## src/hw/osc_ctrl_pkg.sv

```systemverilog
// constants, types and field layout for the oscillator control block
// Contract
// RULE_01: writes refused unless the byte's unlock sequence came just before.
// RULE_02: software never switches directly between the two pll based sources.
// RULE_03: between pll sources software passes through plain fast rc first.
// RULE_04: writing one to the fail flag acts as a real failure and traps; the code traps only if the flag was clear and keeps the current source.
// RULE_05: software should write the fail flag only to clear it.
// RULE_06: select code 101 is low power rc, 110 is backup fast rc.
// RULE_07: reserved select code 100 is treated as fast rc.
// RULE_08: unimplemented bits read zero and ignore writes.
// RULE_09: pll lock bit reads one only when enabled, settled and locked.
// RULE_10: current source field shows the active source after each switch.
// RULE_11: freeze bit with monitor config one blocks source and pll changes.
// RULE_12: switch request starts a change and clears itself when complete.
// RULE_13: fail flag is set when the monitor detects a main clock failure.
// RULE_14: upper byte unlock is 0x78 then 0x9A, then the modifying write.
// RULE_15: lower byte unlock is 0x46 then 0x57, then the modifying write.
`default_nettype none
package osc_ctrl_pkg;
    localparam logic [31:0] OSC_CONTROL_ADDR = 32'h0000_0000;
    localparam logic [31:0] OSC_STATUS_ADDR = 32'h0000_0004;
    localparam int CUR_SRC_LSB = 12;
    localparam int NEW_SRC_LSB = 8;
    localparam int FREEZE_BIT = 7;
    localparam int LOCK_BIT = 5;
    localparam int FAIL_BIT = 3;
    localparam int SWITCH_BIT = 0;
    localparam logic [15:0] CTRL_IMPL_MASK = 16'h77A9;
    localparam logic [7:0] HI_KEY1 = 8'h78;
    localparam logic [7:0] HI_KEY2 = 8'h9A;
    localparam logic [7:0] LO_KEY1 = 8'h46;
    localparam logic [7:0] LO_KEY2 = 8'h57;
    localparam logic [2:0] SRC_FRC = 3'h0;
    localparam logic [2:0] SRC_RESERVED = 3'h4;
    localparam logic [2:0] SRC_LOW_POWER_RC_OSC = 3'h5;
    localparam logic [2:0] SRC_BACKUP_FAST_RC_OSC = 3'h6;
    localparam logic [2:0] SRC_RESET = 3'h0;
    localparam logic [2:0] SWITCH_WAIT_RESET = 3'h0;

    typedef struct packed {
        logic [1:0] htrans;
        logic hwrite;
        logic [2:0] hsize;
        logic [31:0] haddr;
    } ahb_addr_t;

    typedef enum logic [1:0] {KEY_IDLE, KEY_ONE, KEY_OPEN} unlock_t;

    // fold the reserved code onto fast rc
    function automatic logic [2:0] map_source(input logic [2:0] code);
        map_source = (code == SRC_RESERVED) ? SRC_FRC : code;
    endfunction : map_source
endpackage : osc_ctrl_pkg
`default_nettype wire

```

## src/hw/oscillator_select_control.sv

```systemverilog
// oscillator control register with byte unlock, source switching and fail flag
`default_nettype none
module oscillator_select_control
    import osc_ctrl_pkg::*;
(
    input wire logic sys_clk_in,
    input wire logic reset_n_in,
    input wire logic hsel_in,
    input wire logic [31:0] haddr_in,
    input wire logic [1:0] htrans_in,
    input wire logic hwrite_in,
    input wire logic [2:0] hsize_in,
    input wire logic [31:0] hwdata_in,
    input wire logic hready_in,
    output logic hreadyout_out,
    output logic hresp_out,
    output logic [31:0] hrdata_out,
    input wire logic fail_monitor_cfg_bit_in,
    input wire logic fail_detect_in,
    input wire logic switch_done_in,
    input wire logic pll_enabled_in,
    input wire logic pll_locked_in,
    input wire logic pll_timer_busy_in,
    output logic [2:0] source_request_out,
    output logic switch_start_out,
    output logic osc_fail_trap_out
);
    ahb_addr_t aph_reg, aph_next;
    logic dph_reg, dph_next;
    unlock_t hi_state_reg, hi_state_next, lo_state_reg, lo_state_next;
    logic [2:0] cur_src_reg, cur_src_next, new_src_reg, new_src_next;
    logic freeze_reg, freeze_next, fail_reg, fail_next;
    logic switch_reg, switch_next, trap_reg, trap_next, start_reg, start_next;
    logic [31:0] rdata_reg, rdata_next;
    logic sync_fail_1_reg, sync_fail_2_reg, fail_seen_reg;
    logic sync_done_1_reg, sync_done_2_reg;
    logic sync_lk_1_reg, sync_lk_2_reg, sync_en_1_reg, sync_en_2_reg;
    logic sync_tm_1_reg, sync_tm_2_reg, sync_cfg_1_reg, sync_cfg_2_reg;
    logic wr_ctrl, hi_lane, lo_lane, hi_open, lo_open, frozen, fail_rise;
    logic pll_lock_bit;
    logic [15:0] ctrl_view;

    // external levels cross two flip-flops before use
    always_ff @(posedge sys_clk_in or negedge reset_n_in)
    begin
        if (!reset_n_in)
        begin
            sync_fail_1_reg <= 1'b0;
            sync_fail_2_reg <= 1'b0;
            fail_seen_reg <= 1'b0;
            sync_done_1_reg <= 1'b0;
            sync_done_2_reg <= 1'b0;
            sync_lk_1_reg <= 1'b0;
            sync_lk_2_reg <= 1'b0;
            sync_en_1_reg <= 1'b0;
            sync_en_2_reg <= 1'b0;
            sync_tm_1_reg <= 1'b0;
            sync_tm_2_reg <= 1'b0;
            sync_cfg_1_reg <= 1'b0;
            sync_cfg_2_reg <= 1'b0;
        end
        else
        begin
            sync_fail_1_reg <= fail_detect_in;
            sync_fail_2_reg <= sync_fail_1_reg;
            fail_seen_reg <= sync_fail_2_reg;
            sync_done_1_reg <= switch_done_in;
            sync_done_2_reg <= sync_done_1_reg;
            sync_lk_1_reg <= pll_locked_in;
            sync_lk_2_reg <= sync_lk_1_reg;
            sync_en_1_reg <= pll_enabled_in;
            sync_en_2_reg <= sync_en_1_reg;
            sync_tm_1_reg <= pll_timer_busy_in;
            sync_tm_2_reg <= sync_tm_1_reg;
            sync_cfg_1_reg <= fail_monitor_cfg_bit_in;
            sync_cfg_2_reg <= sync_cfg_1_reg;
        end
    end

    assign fail_rise = sync_fail_2_reg && !fail_seen_reg;
    assign pll_lock_bit = sync_en_2_reg && !sync_tm_2_reg
        && sync_lk_2_reg; // [RULE_09]
    assign frozen = freeze_reg && sync_cfg_2_reg; // [RULE_11]
    assign wr_ctrl = dph_reg && aph_reg.hwrite
        && {aph_reg.haddr[31:2], 2'b00} == OSC_CONTROL_ADDR;
    assign hi_lane = aph_reg.hsize == 3'h2
        || (aph_reg.hsize == 3'h1 && !aph_reg.haddr[1] && aph_reg.haddr[0])
        || (aph_reg.hsize == 3'h0 && aph_reg.haddr[1:0] == 2'h1)
        || (aph_reg.hsize == 3'h1 && aph_reg.haddr[1:0] == 2'h0);
    assign lo_lane = aph_reg.hsize == 3'h2
        || (aph_reg.hsize == 3'h1 && aph_reg.haddr[1:0] == 2'h0)
        || (aph_reg.hsize == 3'h0 && aph_reg.haddr[1:0] == 2'h0);
    assign hi_open = hi_state_reg == KEY_OPEN; // [RULE_01]
    assign lo_open = lo_state_reg == KEY_OPEN; // [RULE_01]
    assign ctrl_view = {1'b0, cur_src_reg, 1'b0, new_src_reg, freeze_reg,
        1'b0, pll_lock_bit, 1'b0, fail_reg, 2'b00, switch_reg}
        & CTRL_IMPL_MASK; // [RULE_08]

    // key sequencer per byte: any other write to the byte rearms it
    function automatic unlock_t key_step(input unlock_t st,
        input logic hit, input logic [7:0] d,
        input logic [7:0] k1, input logic [7:0] k2);
        unlock_t nx;
        nx = st;
        if (hit)
        begin
            unique case (st)
                KEY_IDLE: nx = (d == k1) ? KEY_ONE : KEY_IDLE;
                KEY_ONE: nx = (d == k2) ? KEY_OPEN : (d == k1 ? KEY_ONE
                    : KEY_IDLE);
                KEY_OPEN: nx = KEY_IDLE;
                default: nx = KEY_IDLE;
            endcase
        end
        key_step = nx;
    endfunction : key_step

    always_comb
    begin
        aph_next = aph_reg;
        dph_next = 1'b0;
        if (hready_in)
        begin
            aph_next = '{htrans: htrans_in, hwrite: hwrite_in,
                hsize: hsize_in, haddr: {haddr_in[31:2], 2'b00}
                | {30'h0, haddr_in[1:0]}};
            dph_next = hsel_in && htrans_in[1];
        end
        hi_state_next = key_step(hi_state_reg, wr_ctrl && hi_lane,
            hwdata_in[15:8], HI_KEY1, HI_KEY2); // [RULE_14]
        lo_state_next = key_step(lo_state_reg, wr_ctrl && lo_lane,
            hwdata_in[7:0], LO_KEY1, LO_KEY2); // [RULE_15]
        cur_src_next = cur_src_reg;
        new_src_next = new_src_reg;
        freeze_next = freeze_reg;
        fail_next = fail_reg;
        switch_next = switch_reg;
        start_next = 1'b0;
        trap_next = 1'b0;
        if (wr_ctrl && hi_lane && hi_open && !frozen) // [RULE_01] [RULE_11]
            new_src_next = map_source(hwdata_in[10:8]); // [RULE_06] [RULE_07]
        if (wr_ctrl && lo_lane && lo_open) // [RULE_01]
        begin
            freeze_next = freeze_reg | hwdata_in[FREEZE_BIT];
            fail_next = hwdata_in[FAIL_BIT];
            if (hwdata_in[FAIL_BIT] && !fail_reg)
                trap_next = 1'b1; // [RULE_04]
            if (hwdata_in[SWITCH_BIT] && !switch_reg && !frozen)
            begin
                switch_next = 1'b1; // [RULE_12]
                start_next = 1'b1;
            end
        end
        if (switch_reg && sync_done_2_reg)
        begin
            switch_next = 1'b0; // [RULE_12]
            cur_src_next = new_src_reg; // [RULE_10]
        end
        if (fail_rise)
        begin
            fail_next = 1'b1; // [RULE_13]
            trap_next = 1'b1;
            cur_src_next = SRC_BACKUP_FAST_RC_OSC;
        end
        rdata_next = 32'h0000_0000;
        if (hready_in && hsel_in && htrans_in[1] && !hwrite_in)
        begin
            if ({haddr_in[31:2], 2'b00} == OSC_CONTROL_ADDR)
                rdata_next = {16'h0000, ctrl_view};
            else if ({haddr_in[31:2], 2'b00} == OSC_STATUS_ADDR)
                rdata_next = {24'h0, 5'h0, hi_open, lo_open, frozen};
        end
    end

    always_ff @(posedge sys_clk_in or negedge reset_n_in)
    begin
        if (!reset_n_in)
        begin
            aph_reg <= '0;
            dph_reg <= 1'b0;
            hi_state_reg <= KEY_IDLE;
            lo_state_reg <= KEY_IDLE;
            cur_src_reg <= SRC_RESET;
            new_src_reg <= SRC_RESET;
            freeze_reg <= 1'b0;
            fail_reg <= 1'b0;
            switch_reg <= 1'b0;
            start_reg <= 1'b0;
            trap_reg <= 1'b0;
            rdata_reg <= 32'h0000_0000;
        end
        else
        begin
            aph_reg <= aph_next;
            dph_reg <= dph_next;
            hi_state_reg <= hi_state_next;
            lo_state_reg <= lo_state_next;
            cur_src_reg <= cur_src_next;
            new_src_reg <= new_src_next;
            freeze_reg <= freeze_next;
            fail_reg <= fail_next;
            switch_reg <= switch_next;
            start_reg <= start_next;
            trap_reg <= trap_next;
            rdata_reg <= rdata_next;
        end
    end

    assign hreadyout_out = 1'b1;
    assign hresp_out = 1'b0;
    assign hrdata_out = rdata_reg;
    assign source_request_out = new_src_reg;
    assign switch_start_out = start_reg;
    assign osc_fail_trap_out = trap_reg;
endmodule : oscillator_select_control
`default_nettype wire

```

## config.mk

```make
export PLATFORM = sky130hd
export DESIGN_NAME = oscillator_select_control
export DESIGN_NICKNAME = d
export VERILOG_FILES = /design/src/hw/osc_ctrl_pkg.sv /design/src/hw/oscillator_select_control.sv
export SDC_FILE = /design/constraint.sdc
export NUM_CORES = 1
export LEC_CHECK = 0
export BUFFER_PORTS_ARGS = -buffer_cell sky130_fd_sc_hd__buf_2
export CORE_MARGIN = 2
export CORE_UTILIZATION = 53
export DETAILED_ROUTE_END_ITERATION = 8
export PLACE_DENSITY_LB_ADDON = 0.2
export SYNTH_ARGS = -nofsm -noshare
export SYNTH_HDL_FRONTEND = slang
export SYNTH_SLANG_ARGS = --single-unit
```

## constraint.sdc

```tcl
create_clock -name sys_clk_in -period 3.7 [get_ports sys_clk_in]
set_clock_uncertainty 0.1 [all_clocks]
set_input_delay 0.37 -clock sys_clk_in [delete_from_list [all_inputs] [get_ports sys_clk_in]]
set_output_delay 0.37 -clock sys_clk_in [all_outputs]
set_load 0.02 [all_outputs]
```

==> metrics.md <==
| Metric | Value |
|---|---|
| Clock-pin slew on the worst setup and hold paths | 70 ps |
| Routed Antenna Nets | 0 |
| Depth of the most critical reg-to-reg path | 5 |
| Total power | 1618 uW |
| Die Y | about 80 um |
| Vias | between 1.5k and 2k |
| Total inserted antenna cells | 0 |
| Setup violators final | 0 |
| Site Rows | 28 |
| Setup bufs post-CTS | 0 |
| Clock period minus worst slack | 2134 ps |
| Rel. slew slack | 38.16% |
| Die Span X | just over 80 um |
| Final HPWL DP | about 4100 um |
| Initial antenna violation count | 0 |
| Dpl ws | 1499 ps |
| First-pass GRT wire length | 8769 um |
| Setup_tns | 0 ps |
| Switching Fraction | 24.46% |
| CTS root buf | clkbuf_8 |
| Post-detailed-routing wire length | around 5600 um |
| CTS tree | built |
| Leakage power | roughly 0.0019 uW |
| CTS buffer count | 9 |
| CP Launch Type | register |
| Worst IR Drop VDD | 0.0002412 V |
| Core ar. | a little under 6000 um^2 |
| Largest net degree at the start of global routing | 78 |
| Seq/Total Area, Yosys | between 50% and 60% |
| Post-Syn Area per Cell | approximately 14 um^2 |
| Slew Viols, Final | 0 |
| Post-Synthesis Cells | between 200 and 250 |
| Clock power share | 33.2% |
| Crit path kind | reg2reg |
| Pwr per Cell Area | 426.1 nW/um^2 |
| CP Capture Type | register |
| CP required | about 3800 ps |
| Tot GR Track Use | about 18% |
| Final setup margin | between 1500 and 2000 ps |
| CP max FO | 4 |
| Comb power frac | approximately a tenth |
| Synth area leader | dfrtp_1 |
| Max reg flops | 36 |
| Post-synth cell types | about 40 |
| Unrepaired setup endpoints after global routing | false |
| Top cell type's share of synthesized area | between 50% and 60% |
| Num ports | 119 |
| Net switching power | about 400 uW |
| Worst Hold Depth | 1 |
| Routability cong. | ~0.76 |
| Clk_lat worst skew | roughly 340 ps |
| Worst hold path class | in2reg |
| Status | finished clean |
| # clock sinks | 77 |
| Final hold viol count | 0 |
| Highest clock rate | about 470 MHz |
| Top cells by area, synth | dfrtp_1, mux2_2, buf_4, nor4_2, nor4_4 |
| Reg power frac | roughly 57% |
| Vias in the first global route | approximately 1.8k |
| Yosys reg bits | a little under 80 |
| Initial drt markers | 58 |
| Vias per cell | between 4 and 5 |
| Cts hold-fix bufs | 0 |
| Synth warnings | 0 |
| First drt pass iteration count | 4 |
| Mapped cell area | 3246 um^2 |
| WL/cell | between 10 and 15 um |
| Internal cell power | between 1000 and 1500 uW |
| Worst Tran Pin Value | between 900 and 1000 ps |
| IO Port Bufs | 79 |
| Total congestion overflow | 0 |
| Layout cells sized above 1 | approximately 45% |
| CTS max path bufs | 2 |
| Final #Nets | around 400 |
| Die ar. | around 6800 um^2 |
| WP data arrival | between 2000 and 2500 ps |
| DRC Markers | 0 |
| H-tree depth | 3 |
| Initial Util | 54.82% |
| Tcrit/Tclk final | a little under 60% |
| Max-cap violation count | 0 |
| Synth-to-Final Area Change | 17.00% |
| Resized cells post-CTS | 0 |
area by class of cell:
| cell class | instances | area, um^2 |
|---|---|---|
| Fill cell | 477 | 2123 |
| Sequential cell | 77 | 1927 |
| Multi-Input combinational cell | 149 | 1205 |
| Timing Repair Buffer | 80 | 405.4 |
| Clock buffer | 13 | 148.9 |
| Tap cell | 75 | 93.84 |
| Clock inverter | 2 | 10.01 |
| Inverter | 2 | 7.507 |
synth_stat cells:
master     n
nor3_2     1
nor4b_1    1
mux2_4     2
and4b_1    2
o21ai_0    1
mux2_2    36
nand4_1    1
o21ai_1    1
nor4_1     8
conb_1     2
nand4_2    2
a21o_1     2
nor3b_1    2
nand3b_1   3
nor2_1     7
or4bb_1    1
a21boi_1   1
a21oi_1    1
and4bb_4   1
buf_2      1
and2_1     8
dfrtp_1   77
buf_1      3
nand3_1    7
o211ai_1   1
buf_4     22
inv_1      2
or2_1      2
a21boi_0   1
mux2_1     4
and3_1     2
nor4_2     6
nand2b_1   2
or3_1      1
nand4b_4   1
nor4_4     3
nor3_1     3
nand2_1    8
mux2i_1    2
nor2b_1    2
nand4b_1   1
critical path, stage by stage (launching register included):
cell      delay (ps)
dfrtp_1          400
nor4_2           320
nand4_2          260
nor4_4           440
nand4b_4         180
mux2_4           320
placed cells by master, fill, tap and decap left out, types with 2 or more instances in the layout:
cell,Yosys,layout
conb_1,2,22
nand2b_1,2,2
nor4_2,6,6
or2_1,2,2
nand3b_1,3,3
clkbuf_1,0,3
and2_1,8,8
buf_4,22,2
clkbuf_8,0,10
nand4_2,2,2
mux2_4,2,2
buf_2,1,78
and4b_1,2,2
inv_1,2,2
nor3_1,3,3
nor4_4,3,3
nor2_1,7,7
a21o_1,2,2
nor4_1,8,8
mux2_1,4,4
nor2b_1,2,2
nor3b_1,2,2
clkinv_2,0,2
nand3_1,7,7
nand2_1,8,8
mux2i_1,2,2
and3_1,2,2
dfrtp_1,77,77
mux2_2,36,36
power groups by stage:
stage          sequential (uW)  combinational, uW  clock, uW
2_1_floorplan              935                107          0
3_3_place_gp               939                156          0
3_5_place_dp               941                159          0
4_1_cts                    924                160        553
5_1_grt                    930                174        591
6_report                   924                157        537
metal layers:
layer / vias to the layer above / share of wire, % / GRT usage [%]
li1: 959 / - / -
met1: 955 / 45 / 24.33
met2: 59 / 48 / 27.50
met3: 10 / 5.3 / 3.913
met4: 0 / 2.1 / 9.500
met5: - / 0 / 0
cells by family (layout without fill, tap and decap cells):
family | count (synthesis) | in the layout | share of synthesized area [%]
compound gates | 8 | 8 | 1.619
buf+inv | 28 | 97 | 5.821
mux | 44 | 44 | 15.42
simple gates | 75 | 75 | 17.54
flops | 77 | 77 | 59.37
other cells | 2 | 22 | 0.2314
through the flow:
step	util, %	cells	hold WS, ps	cell area [um^2]
detailed placement	61.45	383	234.7	3638
CTS	64.14	398	15.03	3797
global route	64.14	398	10.80	3797
floorplan	-	254	-25.59	3321
finish	64.14	398	29.92	3797
global placement	61.45	383	231.0	3638
final timing paths:
path                                                      to  slack (ps)                 startpoint
setup / recovery           source_request_out[0]$_DFFE_PN0P_        1570     aph_reg[2]$_DFFE_PN0P_
hold / removal                       sync_tm_1_reg$_DFF_PN0_          30          pll_timer_busy_in
setup reg to reg           source_request_out[0]$_DFFE_PN0P_        1570     aph_reg[2]$_DFFE_PN0P_
hold reg to reg                    sync_fail_2_reg$_DFF_PN0_         250  sync_fail_1_reg$_DFF_PN0_
max in group asynchronous            aph_reg[14]$_DFFE_PN0P_        2840                 reset_n_in
min in group asynchronous            sync_tm_1_reg$_DFF_PN0_          60                 reset_n_in
No activity file was read; power rests on OpenSTA's default activity.
